### config.mk
export PLATFORM = sky130hd
export DESIGN_NAME = mirg_regs_top
export DESIGN_NICKNAME = d
export VERILOG_FILES = /design/src/hw/mirg_accel_event.v /design/src/hw/mirg_gyro_decode.v /design/src/hw/mirg_regs_top.v
export VERILOG_INCLUDE_DIRS = /design/src /design/src/hw
export SDC_FILE = /design/constraint.sdc
export NUM_CORES = 1
export LEC_CHECK = 0
export BUFFER_PORTS_ARGS = -buffer_cell sky130_fd_sc_hd__buf_2
export CORE_MARGIN = 2
export CORE_UTILIZATION = 40
export CTS_CLUSTER_SIZE = 12
export DETAILED_ROUTE_END_ITERATION = 12
export RECOVER_POWER = 100
export SLEW_MARGIN = 0
export SYNTH_ARGS = -nofsm -noshare
export SYNTH_HDL_FRONTEND = slang
export SYNTH_SLANG_ARGS = --single-unit
### constraint.sdc
create_clock -name clk -period 5.38 [get_ports clk]
set_clock_uncertainty 0.1 [all_clocks]
set_input_delay 1.076 -clock clk [delete_from_list [all_inputs] [get_ports clk]]
set_output_delay 1.076 -clock clk [all_outputs]
set_load 0.05 [all_outputs]
### src/hw/mirg_regs.vh
// Register map, field layout and lookup constants of the motion config bank
`ifndef MIRG_REGS_VH
`define MIRG_REGS_VH

`define MIRG_ADDR_X_LIMIT    7'h07
`define MIRG_ADDR_Y_LIMIT    7'h08
`define MIRG_ADDR_Z_LIMIT    7'h09
`define MIRG_ADDR_DURATION   7'h0A
`define MIRG_ADDR_HP_REF     7'h0B
`define MIRG_ADDR_ROUTING    7'h0C
`define MIRG_ADDR_IDENTITY   7'h0F
`define MIRG_ADDR_GYRO_CTRL1 7'h10
`define MIRG_ADDR_GYRO_CTRL2 7'h11

`define MIRG_RST_BYTE        8'h00
`define MIRG_RST_COUNT       7'h00
`define MIRG_RST_BIT         1'b0
`define MIRG_ZERO_BYTE       8'h00
`define MIRG_ONE_COUNT       7'h01

// Duration register fields
`define MIRG_DUR_WAIT        7
`define MIRG_DUR_CNT_HI      6
`define MIRG_DUR_CNT_LO      0

// Routing register bit positions
`define MIRG_RT_GYRO_EVT     7
`define MIRG_RT_ACCEL_EVT    6
`define MIRG_RT_FIFO_FIVE    5
`define MIRG_RT_FIFO_OVR     4
`define MIRG_RT_FIFO_THS     3
`define MIRG_RT_BOOT         2
`define MIRG_RT_GYRO_DRDY    1
`define MIRG_RT_ACCEL_DRDY   0

// Gyro control 1 fields
`define MIRG_C1_RATE_HI      7
`define MIRG_C1_RATE_LO      5
`define MIRG_C1_RANGE_HI     4
`define MIRG_C1_RANGE_LO     3
`define MIRG_C1_BW_HI        1
`define MIRG_C1_BW_LO        0

// Gyro control 2 fields
`define MIRG_C2_INT_HI       3
`define MIRG_C2_INT_LO       2
`define MIRG_C2_OUT_HI       1
`define MIRG_C2_OUT_LO       0

// Rate codes and output rates in tenths of a hertz
`define MIRG_RATE_OFF        3'h0
`define MIRG_RATE_14         3'h1
`define MIRG_RATE_59         3'h2
`define MIRG_RATE_119        3'h3
`define MIRG_RATE_238        3'h4
`define MIRG_RATE_476        3'h5
`define MIRG_RATE_952        3'h6
`define MIRG_TENTHS_14       14'd149
`define MIRG_TENTHS_59       14'd595
`define MIRG_TENTHS_119      14'd1190
`define MIRG_TENTHS_238      14'd2380
`define MIRG_TENTHS_476      14'd4760
`define MIRG_TENTHS_952      14'd9520
`define MIRG_TENTHS_NONE     14'd0

// Full-scale codes and spans in dps
`define MIRG_RANGE_245       2'h0
`define MIRG_RANGE_500       2'h1
`define MIRG_RANGE_NA        2'h2
`define MIRG_RANGE_2000      2'h3
`define MIRG_DPS_245         12'd245
`define MIRG_DPS_500         12'd500
`define MIRG_DPS_2000        12'd2000
`define MIRG_DPS_NONE        12'd0

// Bandwidth codes
`define MIRG_BW_0            2'h0
`define MIRG_BW_1            2'h1
`define MIRG_BW_2            2'h2

// Filter cutoffs in hertz
`define MIRG_HZ_NONE         8'd0
`define MIRG_HZ_5            8'd5
`define MIRG_HZ_14           8'd14
`define MIRG_HZ_16           8'd16
`define MIRG_HZ_19           8'd19
`define MIRG_HZ_21           8'd21
`define MIRG_HZ_28           8'd28
`define MIRG_HZ_29           8'd29
`define MIRG_HZ_31           8'd31
`define MIRG_HZ_33           8'd33
`define MIRG_HZ_38           8'd38
`define MIRG_HZ_40           8'd40
`define MIRG_HZ_57           8'd57
`define MIRG_HZ_58           8'd58
`define MIRG_HZ_63           8'd63
`define MIRG_HZ_76           8'd76
`define MIRG_HZ_78           8'd78
`define MIRG_HZ_100          8'd100

`endif

### src/hw/mirg_accel_event.v
// Accelerometer threshold events, axis combination and duration filter
`timescale 1ns/1ps
`default_nettype none
`include "mirg_regs.vh"
module mirg_accel_event (
    // Clock and reset
    input  wire        clk,
    input  wire        nrst,
    // Samples and limits, X in low byte
    input  wire        sampleValid,
    input  wire [23:0] sampleXyz,
    input  wire [23:0] limitXyz,
    // Configuration
    input  wire [5:0]  axisEnable,
    input  wire        combineAnd,
    input  wire        exitWait,
    input  wire [6:0]  eventCount,
    // Filtered event
    output reg         eventActive_q
);
    wire [5:0] hit;
    wire       anyEnabled;
    wire       rawEvent;
    reg  [6:0] count_q;

    // Bit 2k is low event, bit 2k+1 high event of axis k
    genvar k;
    generate
        for (k = 0; k < 3; k = k + 1) begin : gAxis
            assign hit[2*k+1] = axisEnable[2*k+1] &&
                (sampleXyz[8*k+7:8*k] > limitXyz[8*k+7:8*k]);
            assign hit[2*k]   = axisEnable[2*k] &&
                (sampleXyz[8*k+7:8*k] < limitXyz[8*k+7:8*k]);
        end
    endgenerate

    assign anyEnabled = |axisEnable;
    // AND of the enabled events only; nothing enabled means no event
    assign rawEvent = combineAnd ? (anyEnabled && ((hit | ~axisEnable) == 6'h3F))
                                 : (|hit);

    always @(posedge clk or negedge nrst) begin
        if (!nrst) begin
            eventActive_q <= `MIRG_RST_BIT;
            count_q       <= `MIRG_RST_COUNT;
        end else if (sampleValid) begin
            if (rawEvent == eventActive_q) begin
                count_q <= `MIRG_RST_COUNT;
            end else if (eventActive_q && !exitWait) begin
                eventActive_q <= 1'b0;
                count_q       <= `MIRG_RST_COUNT;
            end else if (count_q >= eventCount) begin
                eventActive_q <= rawEvent;
                count_q       <= `MIRG_RST_COUNT;
            end else begin
                count_q <= count_q + `MIRG_ONE_COUNT;
            end
        end
    end
endmodule
`default_nettype wire

### src/hw/mirg_gyro_decode.v
// Gyro rate, full-scale and filter cutoff decoding
`timescale 1ns/1ps
`default_nettype none
`include "mirg_regs.vh"
module mirg_gyro_decode (
    // Clock and reset
    input  wire        clk,
    input  wire        nrst,
    // Codes
    input  wire [2:0]  rateCode,
    input  wire [1:0]  rangeCode,
    input  wire [1:0]  bwCode,
    // Decoded values
    output reg  [13:0] rateTenths_q,
    output reg  [11:0] rangeDps_q,
    output reg         rangeValid_q,
    output reg  [7:0]  firstLowpassHz_q,
    output reg  [7:0]  secondLowpassHz_q
);
    reg [13:0] rate_d;
    reg [11:0] dps_d;
    reg [7:0]  lp1_d;
    reg [7:0]  lp2_d;

    always @* begin
        rate_d = `MIRG_TENTHS_NONE;
        lp1_d  = `MIRG_HZ_NONE;
        lp2_d  = `MIRG_HZ_NONE;
        case (rateCode)
            `MIRG_RATE_14: begin
                rate_d = `MIRG_TENTHS_14;
                lp1_d  = `MIRG_HZ_5;
                lp2_d  = `MIRG_HZ_NONE;
            end
            `MIRG_RATE_59: begin
                rate_d = `MIRG_TENTHS_59;
                lp1_d  = `MIRG_HZ_19;
                lp2_d  = `MIRG_HZ_16;
            end
            `MIRG_RATE_119: begin
                rate_d = `MIRG_TENTHS_119;
                lp1_d  = `MIRG_HZ_38;
                lp2_d  = (bwCode == `MIRG_BW_0) ? `MIRG_HZ_14 : `MIRG_HZ_31;
            end
            `MIRG_RATE_238: begin
                rate_d = `MIRG_TENTHS_238;
                lp1_d  = `MIRG_HZ_76;
                case (bwCode)
                    `MIRG_BW_0: lp2_d = `MIRG_HZ_14;
                    `MIRG_BW_1: lp2_d = `MIRG_HZ_29;
                    `MIRG_BW_2: lp2_d = `MIRG_HZ_63;
                    default:    lp2_d = `MIRG_HZ_78;
                endcase
            end
            `MIRG_RATE_476: begin
                rate_d = `MIRG_TENTHS_476;
                lp1_d  = `MIRG_HZ_100;
                case (bwCode)
                    `MIRG_BW_0: lp2_d = `MIRG_HZ_21;
                    `MIRG_BW_1: lp2_d = `MIRG_HZ_28;
                    `MIRG_BW_2: lp2_d = `MIRG_HZ_57;
                    default:    lp2_d = `MIRG_HZ_100;
                endcase
            end
            `MIRG_RATE_952: begin
                rate_d = `MIRG_TENTHS_952;
                lp1_d  = `MIRG_HZ_100;
                case (bwCode)
                    `MIRG_BW_0: lp2_d = `MIRG_HZ_33;
                    `MIRG_BW_1: lp2_d = `MIRG_HZ_40;
                    `MIRG_BW_2: lp2_d = `MIRG_HZ_58;
                    default:    lp2_d = `MIRG_HZ_100;
                endcase
            end
            default: rate_d = `MIRG_TENTHS_NONE;
        endcase
    end

    always @* begin
        case (rangeCode)
            `MIRG_RANGE_245:  dps_d = `MIRG_DPS_245;
            `MIRG_RANGE_500:  dps_d = `MIRG_DPS_500;
            `MIRG_RANGE_2000: dps_d = `MIRG_DPS_2000;
            default:          dps_d = `MIRG_DPS_NONE;
        endcase
    end

    always @(posedge clk or negedge nrst) begin
        if (!nrst) begin
            rateTenths_q      <= `MIRG_TENTHS_NONE;
            rangeDps_q        <= `MIRG_DPS_245;
            rangeValid_q      <= 1'b1;
            firstLowpassHz_q  <= `MIRG_HZ_NONE;
            secondLowpassHz_q <= `MIRG_HZ_NONE;
        end else begin
            rateTenths_q      <= rate_d;
            rangeDps_q        <= dps_d;
            rangeValid_q      <= (rangeCode != `MIRG_RANGE_NA);
            firstLowpassHz_q  <= lp1_d;
            secondLowpassHz_q <= lp2_d;
        end
    end
endmodule
`default_nettype wire

### src/hw/mirg_regs_top.v
// Motion interrupt and gyro configuration register bank, top level
//
// Contract
// - Three 8-bit read/write accel thresholds for X, Y, Z, reset to zero.
// - Seven-bit accel duration: samples a condition must persist to enter or exit.
// - Wait bit set: exit after duration samples; clear: exit at once.
// - Eight-bit read/write gyro high-pass reference, reset zero, fed to filter.
// - Gyro and accel event sources reach pin only while routed; reset unrouted.
// - FIFO five-sample, overrun and threshold events each reach pin when enabled.
// - Boot status reaches pin when its bit is set, independent of data-ready.
// - Accel and gyro data-ready reach pin only with own enable bits.
// - Three-bit gyro rate code decodes to power-down, six rates, unavailable.
// - Gyro rate code is common output rate when both sensors active.
// - Gyro range code: 245, 500, 2000 dps; code 10 unsupported; resets 00.
// - Two-bit bandwidth code, reset 00, picks second low-pass cutoff with rate.
// - First low-pass cutoff follows rate: 5, 19, 38, 76, 100, 100 Hz.
// - Second low-pass cutoff depends on both rate and bandwidth codes for rate codes 3 to 6.
// - Gyro control 2 holds interrupt path select above output path select.
// - Enabled axis high or low event fires above or below its threshold.
// - Enabled axis events combine by OR when bit is 0, AND when 1.
`timescale 1ns/1ps
`default_nettype none
`include "mirg_regs.vh"
module mirg_regs_top #(
    // Identity value is arbitrary
    parameter [7:0] IDENTITY_VALUE = 8'hA5
) (
    // Clock and reset
    input  wire        clk,
    input  wire        nrst,
    // Register access from the serial interface
    input  wire [6:0]  regAddr,
    input  wire        regWrEn,
    input  wire [7:0]  regWrData,
    input  wire        regRdEn,
    output reg  [7:0]  regRdData_q,
    // Accelerometer samples and event configuration
    input  wire        accelSampleValid,
    input  wire [7:0]  accelX,
    input  wire [7:0]  accelY,
    input  wire [7:0]  accelZ,
    input  wire [5:0]  accelAxisEnable,
    input  wire        accelEventCombine,
    // Interrupt sources
    input  wire        gyroEventIrq,
    input  wire        fifoFiveSamples,
    input  wire        fifoOverrun,
    input  wire        fifoThreshold,
    input  wire        bootStatus,
    input  wire        gyroDataReady,
    input  wire        accelDataReady,
    // Sensor activity
    input  wire        accelActive,
    input  wire        gyroActive,
    // Interrupt pin
    output reg         intPin_q,
    // Accelerometer configuration out
    output wire [7:0]  accelXLimit,
    output wire [7:0]  accelYLimit,
    output wire [7:0]  accelZLimit,
    output wire        accelExitWait,
    output wire [6:0]  accelEventCount,
    output wire        accelEventActive,
    // Gyro configuration out
    output wire [7:0]  gyroHighpassReference,
    output wire [2:0]  gyroRateCode,
    output wire [1:0]  gyroRangeCode,
    output wire [1:0]  gyroBandwidthCode,
    output wire [1:0]  gyroIntSelect,
    output wire [1:0]  gyroOutSelect,
    // Shared output rate
    output reg  [2:0]  commonRateCode_q,
    output reg         commonRateValid_q,
    // Decoded gyro settings
    output wire [13:0] gyroRateTenthsHz,
    output wire [11:0] gyroRangeDps,
    output wire        gyroRangeValid,
    output wire [7:0]  firstLowpassStageHz,
    output wire [7:0]  secondLowpassStageHz
);
    reg  [7:0] xLimit_q;
    reg  [7:0] yLimit_q;
    reg  [7:0] zLimit_q;
    reg  [7:0] duration_q;
    reg  [7:0] hpRef_q;
    reg  [7:0] routing_q;
    reg  [2:0] rate_q;
    reg  [1:0] range_q;
    reg  [1:0] bw_q;
    reg  [3:0] pathSel_q;
    reg  [7:0] rdData_d;
    wire [7:0] ctrl1View;
    wire [7:0] ctrl2View;
    wire [7:0] sourceVec;

    // Register writes; reserved bits are not stored
    always @(posedge clk or negedge nrst) begin
        if (!nrst) begin
            xLimit_q   <= `MIRG_RST_BYTE;
            yLimit_q   <= `MIRG_RST_BYTE;
            zLimit_q   <= `MIRG_RST_BYTE;
            duration_q <= `MIRG_RST_BYTE;
            hpRef_q    <= `MIRG_RST_BYTE;
            routing_q  <= `MIRG_RST_BYTE;
            rate_q     <= `MIRG_RATE_OFF;
            range_q    <= `MIRG_RANGE_245;
            bw_q       <= `MIRG_BW_0;
            pathSel_q  <= 4'h0;
        end else if (regWrEn) begin
            if (regAddr == `MIRG_ADDR_X_LIMIT) begin
                xLimit_q <= regWrData;
            end else if (regAddr == `MIRG_ADDR_Y_LIMIT) begin
                yLimit_q <= regWrData;
            end else if (regAddr == `MIRG_ADDR_Z_LIMIT) begin
                zLimit_q <= regWrData;
            end else if (regAddr == `MIRG_ADDR_DURATION) begin
                duration_q <= regWrData;
            end else if (regAddr == `MIRG_ADDR_HP_REF) begin
                hpRef_q <= regWrData;
            end else if (regAddr == `MIRG_ADDR_ROUTING) begin
                routing_q <= regWrData;
            end else if (regAddr == `MIRG_ADDR_GYRO_CTRL1) begin
                rate_q  <= regWrData[`MIRG_C1_RATE_HI:`MIRG_C1_RATE_LO];
                range_q <= regWrData[`MIRG_C1_RANGE_HI:`MIRG_C1_RANGE_LO];
                bw_q    <= regWrData[`MIRG_C1_BW_HI:`MIRG_C1_BW_LO];
            end else if (regAddr == `MIRG_ADDR_GYRO_CTRL2) begin
                pathSel_q <= regWrData[`MIRG_C2_INT_HI:`MIRG_C2_OUT_LO];
            end
        end
    end

    // Reserved positions read back as zero
    assign ctrl1View = {rate_q, range_q, 1'b0, bw_q};
    assign ctrl2View = {4'h0, pathSel_q};

    // Read decode; unmapped addresses return zero
    always @* begin
        if (regAddr == `MIRG_ADDR_X_LIMIT) begin
            rdData_d = xLimit_q;
        end else if (regAddr == `MIRG_ADDR_Y_LIMIT) begin
            rdData_d = yLimit_q;
        end else if (regAddr == `MIRG_ADDR_Z_LIMIT) begin
            rdData_d = zLimit_q;
        end else if (regAddr == `MIRG_ADDR_DURATION) begin
            rdData_d = duration_q;
        end else if (regAddr == `MIRG_ADDR_HP_REF) begin
            rdData_d = hpRef_q;
        end else if (regAddr == `MIRG_ADDR_ROUTING) begin
            rdData_d = routing_q;
        end else if (regAddr == `MIRG_ADDR_IDENTITY) begin
            rdData_d = IDENTITY_VALUE;
        end else if (regAddr == `MIRG_ADDR_GYRO_CTRL1) begin
            rdData_d = ctrl1View;
        end else if (regAddr == `MIRG_ADDR_GYRO_CTRL2) begin
            rdData_d = ctrl2View;
        end else begin
            rdData_d = `MIRG_ZERO_BYTE;
        end
    end

    // Read data holds until the next read
    always @(posedge clk or negedge nrst) begin
        if (!nrst) begin
            regRdData_q <= `MIRG_RST_BYTE;
        end else if (regRdEn) begin
            regRdData_q <= rdData_d;
        end
    end

    // Configuration fields driven straight from storage
    assign accelXLimit           = xLimit_q;
    assign accelYLimit           = yLimit_q;
    assign accelZLimit           = zLimit_q;
    assign accelExitWait         = duration_q[`MIRG_DUR_WAIT];
    assign accelEventCount       = duration_q[`MIRG_DUR_CNT_HI:`MIRG_DUR_CNT_LO];
    assign gyroHighpassReference = hpRef_q;
    assign gyroRateCode          = rate_q;
    assign gyroRangeCode         = range_q;
    assign gyroBandwidthCode     = bw_q;
    assign gyroIntSelect         = pathSel_q[3:2];
    assign gyroOutSelect         = pathSel_q[1:0];

    mirg_accel_event uAccelEvent (
        .clk           (clk),
        .nrst          (nrst),
        .sampleValid   (accelSampleValid),
        .sampleXyz     ({accelZ, accelY, accelX}),
        .limitXyz      ({zLimit_q, yLimit_q, xLimit_q}),
        .axisEnable    (accelAxisEnable),
        .combineAnd    (accelEventCombine),
        .exitWait      (duration_q[`MIRG_DUR_WAIT]),
        .eventCount    (duration_q[`MIRG_DUR_CNT_HI:`MIRG_DUR_CNT_LO]),
        .eventActive_q (accelEventActive)
    );

    mirg_gyro_decode uGyroDecode (
        .clk               (clk),
        .nrst              (nrst),
        .rateCode          (rate_q),
        .rangeCode         (range_q),
        .bwCode            (bw_q),
        .rateTenths_q      (gyroRateTenthsHz),
        .rangeDps_q        (gyroRangeDps),
        .rangeValid_q      (gyroRangeValid),
        .firstLowpassHz_q  (firstLowpassStageHz),
        .secondLowpassHz_q (secondLowpassStageHz)
    );

    // Sources in routing bit order
    assign sourceVec[`MIRG_RT_GYRO_EVT]   = gyroEventIrq;
    assign sourceVec[`MIRG_RT_ACCEL_EVT]  = accelEventActive;
    assign sourceVec[`MIRG_RT_FIFO_FIVE]  = fifoFiveSamples;
    assign sourceVec[`MIRG_RT_FIFO_OVR]   = fifoOverrun;
    assign sourceVec[`MIRG_RT_FIFO_THS]   = fifoThreshold;
    assign sourceVec[`MIRG_RT_BOOT]       = bootStatus;
    assign sourceVec[`MIRG_RT_GYRO_DRDY]  = gyroDataReady;
    assign sourceVec[`MIRG_RT_ACCEL_DRDY] = accelDataReady;

    // Pin and shared rate outputs
    always @(posedge clk or negedge nrst) begin
        if (!nrst) begin
            intPin_q          <= `MIRG_RST_BIT;
            commonRateCode_q  <= `MIRG_RATE_OFF;
            commonRateValid_q <= `MIRG_RST_BIT;
        end else begin
            intPin_q          <= |(sourceVec & routing_q);
            commonRateValid_q <= accelActive && gyroActive;
            if (accelActive && gyroActive) begin
                commonRateCode_q <= rate_q;
            end else begin
                commonRateCode_q <= `MIRG_RATE_OFF;
            end
        end
    end
endmodule
`default_nettype wire

* Word level (Yosys, flattened, before mapping)
Index checks and enable logic that the tools add are counted.
Operators by class: reduce and logical (&&, ||, !) cells 26, $mul 0, $add $sub $neg 1, mux-type cells 24, $lt $le $gt $ge 7, divide/modulo/power cells 0, shift-type cells 0, equality and inequality tests 22, bitwise logic cells 11
Operators by type and width (count):
- $pmux W14 S6 | 1
- $mux W8 | 8
- $pmux W7 S3 | 3
- $eq A7 B4 Y1 const B | 6
- $pmux W8 S5 | 1
- $pmux W7 S5 | 1
- $pmux W11 S3 | 1
- $gt A8 B8 Y1 | 3
- $lt A8 B8 Y1 | 3
- $mux W7 | 3
- $eq A7 B5 Y1 const B | 2
- $reduce_or A6 Y1 | 2
- $eq A3 B3 Y1 const B | 3
- $logic_and A1 B1 Y1 | 9
- $reduce_and A9 Y1 | 1
- $and A8 B8 Y8 | 1
- $not A1 Y1 | 8
- $reduce_and A8 Y1 | 1
- $reduce_or A8 Y1 | 1
- $add A7 B1 Y7 const B | 1
- $eq A7 B3 Y1 const B | 1
- $ge A7 B7 Y1 | 1
- $reduce_and A7 Y1 | 1
- $eq A3 B2 Y1 const B | 2
- other kinds (21) | 27
Word-level totals: bits in latches 0, word-level logic and storage cells 112, bits in writable memories 0, input port bits 60, bits in registers 121, memories kept 0, bits in read-only memories 0, output and inout bits 108

* Depth between registers and ports, before layout
depth after elaboration 10, depth in mapped cells 11, mapped depth without buffers 11

* Modules after synthesis
Synthesis repeated with hierarchy kept, for this count alone.
Unflattened totals: cells, all modules 596, area total of the unflattened synthesis 6333.6 um2
Modules (own cells, without submodules):
- mirg_regs_top | cells each 288, area each 3553.4 um2, instances 1, sequential area each 1801.7 um2
- mirg_accel_event | cells each 192, area each 1431.4 um2, instances 1, sequential area each 200.2 um2
- mirg_gyro_decode | cells each 116, area each 1348.8 um2, instances 1, sequential area each 804.5 um2

* Worst setup path before layout
No wires, ideal clock.
path kind input to register, start point input port accelX[2], end point register uAccelEvent.count_q[3], required time 5.190 ns, data arrival time 3.197 ns, library setup time 0.090 ns, stages 10, slack 1.993 ns, path buffers 0, cell sequence ha_1 -> nand4_2 -> o31a_1 -> a32o_1 -> a211o_1 -> o41ai_2 -> o31ai_1 -> xnor2_2 -> nand2_2 -> o221ai_1
On the way: cells in the longest elaborated chain, start to end 8, elaborated cells on any way between the ends 11, those cells by class order compare: 2; eq/ne: 2; mux: 2; bitwise: 1; reduce/logical: 4
RTL lines:
- start: declaration | line mirg_regs_top.v:39 | input wire [7:0] accelX,
- $lt A8 B8 Y1 or $gt A8 B8 Y1 (tied branches) | line mirg_accel_event.v:33, mirg_accel_event.v:31
- $logic_and A1 B1 Y1, on equally long branches | line mirg_accel_event.v:32, mirg_accel_event.v:30
- $or A6 B6 Y6 | line mirg_accel_event.v:39 | assign rawEvent = combineAnd ? (anyEnabled && ((hit | ~axisEnable) == 6'h3F))
- $eq A6 B6 Y1 | line mirg_accel_event.v:39
- $logic_and A1 B1 Y1 | line mirg_accel_event.v:39
- $mux W1 * | line mirg_accel_event.v:39
- $eq A1 B1 Y1 * | line mirg_accel_event.v:47 | if (rawEvent == eventActive_q) begin
- $mux W7 * | line mirg_accel_event.v:47
- end signal: assignment | line mirg_accel_event.v:45 | count_q <= `MIRG_RST_COUNT;
- end signal: assignment | line mirg_accel_event.v:48 | count_q <= `MIRG_RST_COUNT;
- end signal: assignment | line mirg_accel_event.v:51 | count_q <= `MIRG_RST_COUNT;
- end: declaration | line mirg_accel_event.v:24 | reg [6:0] count_q;
Every way passes the cells marked *; elsewhere a longest branch is shown, timed or not. A chain may end at the register's enable or synchronous reset.

* Worst setup path in the final report
start point input port regAddr[0], end point register rate_q[2] (netlist: gyroRateCode[2])
On the way: cells in the longest elaborated chain, start to end 3, elaborated cells on any way between the ends 14, those cells by class eq/ne: 7; bitwise: 6; reduce/logical: 1
RTL lines:
- start: declaration | line mirg_regs_top.v:32 | input wire [6:0] regAddr,
- $eq A7 B4 Y1 (no line) or $eq A7 B3 Y1 (tied branches)
- $not A1 Y1 (no line)
- $reduce_and A8 Y1 (no line) *
- end signal: assignment | line mirg_regs_top.v:105 | rate_q <= `MIRG_RATE_OFF;
- end signal: assignment | line mirg_regs_top.v:123 | rate_q <= regWrData[`MIRG_C1_RATE_HI:`MIRG_C1_RATE_LO];
- end: declaration | line mirg_regs_top.v:87 | reg [2:0] rate_q;
Marks and branches as above.

==> results.cfg <==
[setup_path]
start_kind = primary input
arrival_ns = 3.87
r2r_slack_ns = 2.05
worst-setup-path-type = in2reg
timing.rr.end = uAccelEvent.count_q[4]
crit_required_ns = 5.53
end_kind = flip-flop
r2r_start = accelXLimit[3]
rr_worst_depth = 11
critPathLaunch = regAddr[0]
crit_fanout = 28

[yosys]
synth.distinct_cells = 61
yosysSeqAreaShare_pct = 47.9
synth_top_area_share_pct = 46.5
synth_edf_count = 0
syn-cell-area_mm2 = 0.00581
synth.avg_cell_area_um2 = 10.4
synth-async-reset-ratio_pct = 100
ys_ff_latch = 111
synthFlopType = dfrtp_1
synth_area_leaders = dfrtp_1 47%, ha_1 8.2%, mux2_2 7.6%, nand2_1 3.2%, o21ai_0 2.9%
yosysTopAreaCell = dfrtp_1
ys.warnings.count = 0
syn_inst = 561

[hold_path]
hold_depth = 0
holdCritStartpoint = gyroRangeCode[0]
hold_class = reg2reg
whs_endpoint = uGyroDecode.rangeDps_q[8]

[sta]
worstMarginPinSlew_ns = 1.87
finalMaxSlewViolations = 76
rsz0062_at_grt = no
setup_tns_ns = 0
setup_violations = 0
max_freq_mhz = 268
period_share_pct = 69.3
slew_headroom_pct = -24.6
min_period_ns = 3.73
hold_violations = 0

[status]
violations = capacitance limit, slew limit
status = complete, but fails checks

[run]
maxCapViolCount = 1

[detailed_routing]
drt-pass1-iter-count = 4
wire_per_inst_um = 17.9
dr_total_vias = 4733
drt_wl_total_um = 16100
detail-route-antenna-nets = 0
remaining_drc_errors = 0
drt_iter0_markers = 259
via_per_inst = 5.28

[grt]
antenna_found_initial = 1
grt_max_degree = 76
grt_use_total_pct = 20.7
grt_pass1_wl_um = 25400
grt_pass1_vias = 4623
grt_overflow = 0

[power]
p_per_area_mw_per_mm2 = 343
vdd_drop_max_mv = 0.180
p_leak_nw = 3.25

[floorplan]
std_cell_rows = 44
die_area_mm2 = 0.0155
core_area_mm2 = 0.0144
dieWidth_um = 125
die_h_um = 125
ioPinCount = 168
start_util_pct = 40.4

[clocking]
ctsHoldBuffers = 0
clock_latency_ns = 0.36
root_buffer = clkbuf_16
cts_setup_buffers = 0
numClockSinks = 111
htree_levels = 3
cts_tree = done
ctsResizeCount = 0
path_clk_slew_ns = 0.08
clock_path_buffers = 2
cts_made_buffers = 9

[place]
place_congestion = 0.872
post-place-cells = 881
dp_hpwl_um = 12300
io_buffers = 162

[final_layout]
register_area_mm2 = 0.00278
final_cells = 897
layout-drive-gt1-share_pct = 17.0
multi_input_area_mm2 = 0.00267
antennaDiodeCount = 0
synthToLayoutAreaGrowth_pct = 17.7
fin_nets = 806
fillers = 1414
==> synthesized netlist by cell type (all sizes together) (2+ instances only) <==
cell	number
o2bb2ai	2
and3	9
a22o	3
nand2b	9
nand3	10
nor2b	19
clkbuf	19
o211ai	9
a31oi	4
a41oi	2
buf	14
a221o	4
inv	45
mux2i	4
or2	6
o221ai	3
and4	2
a21boi	2
dfrtp	108
and2	8
a21o	2
ha	38
nand4	7
nand4b	2
nand2	51
o31a	2
a22oi	11
a221oi	3
nor3b	3
mux2	39
a21oi	26
o21ai	43
nor2	21
nor4	3
a222oi	3
nor3	5
o22ai	2
dfstp	3
==> where the power goes <==
part           leakage, nW  internal, W  switching (W)
clock network        0.145     0.000367       0.000308
logic                 1.70     0.000163       0.000515
registers             1.41     0.000919      0.0000769
==> cells in the final DEF (no fill, tap or decap), drive strengths merged, types with 4 or more instances in the layout <==
cell type    n
a21oi       26
a221o        4
a22oi       11
a31oi        4
and2         8
and3         9
buf         55
clkbuf     121
conb         5
dfrtp      108
ha          38
inv         47
mux2        39
mux2i        4
nand2       51
nand2b       9
nand3       10
nand4        7
nor2        21
nor2b       19
nor3         5
o211ai       9
o21ai       43
or2          6
==> metal layers <==
| layer | up-vias | track usage (%) | share of wire (%) |
|---|---|---|---|
| met1 | 2279 | 28.3 | 44 |
| met5 | - | 0 | 0.075 |
| met3 | 12 | 5.67 | 7.2 |
| met4 | 2 | 4.36 | 0.80 |
| li1 | 2257 | - | - |
| met2 | 183 | 33.3 | 48 |
==> area by class of cell <==
class | instances | share of cell area, %
Sequential cell | 111 | 40.7
Multi-Input combinational cell | 376 | 39.0
Timing Repair Buffer | 165 | 10.1
Clock buffer | 11 | 3.40
Tap cell | 184 | 3.37
Inverter | 45 | 2.47
Clock inverter | 5 | 0.952
==> state kept, by name, summed over array words and instances, names as in the netlist, 4 cells and up <==
register	flops
routing_q	8
uGyroDecode.rateTenths_q	13
uGyroDecode.firstLowpassHz_q	6
pathSel_q	4
uGyroDecode.secondLowpassHz_q	7
uGyroDecode.rangeDps_q	4
gyroHighpassReference	8
duration_q	8
accelYLimit	8
accelZLimit	8
regRdData_q	8
uAccelEvent.count_q	7
accelXLimit	8
==> cell families after synthesis <==
group	synth area share [%]
AOI/OAI and AO/OA	14.7
xor gates and xnor gates	0.431
adders and majority gates	8.19
buffers and inverters	5.84
DFF	47.9
muxes	8.64
other	0.0646
and+or+nand+nor	14.2
==> worst max-delay path, cell delays in order <==
cell and delay (ns):
clkbuf_1 0.46, nand4b_1 0.28, nor4_1 0.06, clkbuf_1 0.24, nand2b_1 0.29, nor3b_1 1.02, mux2_2 0.43
==> metrics by stage <==
stage | setup WS [ns] | total power, W | hold slack, ns | utilization (%) | instance area (um^2)
detailed placement | 1.57 | 0.00172 | 0.378 | 46.8 | 6720
global placement | 1.68 | 0.00170 | 0.377 | 46.8 | 6720
floorplan | 1.99 | 0.00151 | 0.392 | - | 5820
CTS | 1.96 | 0.00240 | 0.396 | 48.8 | 7020
finish | 1.65 | 0.00235 | 0.394 | 47.6 | 6840
global route | 1.39 | 0.00246 | 0.425 | 47.6 | 6840
==> how the worst max path moves through the flow <==
| stage | end | cells after the start | slack [ns] |
|---|---|---|---|
| global placement | uAccelEvent.count_q[3] | 11 | 1.68 |
| global route | gyroRateCode[2] | 7 | 1.39 |
| detailed placement | uAccelEvent.count_q[4] | 11 | 1.57 |
| finish | gyroRateCode[2] | 7 | 1.65 |
| floorplan | uAccelEvent.count_q[3] | 10 | 1.99 |
| CTS | uAccelEvent.count_q[4] | 11 | 1.96 |
Power figures use the tool's default switching activity.
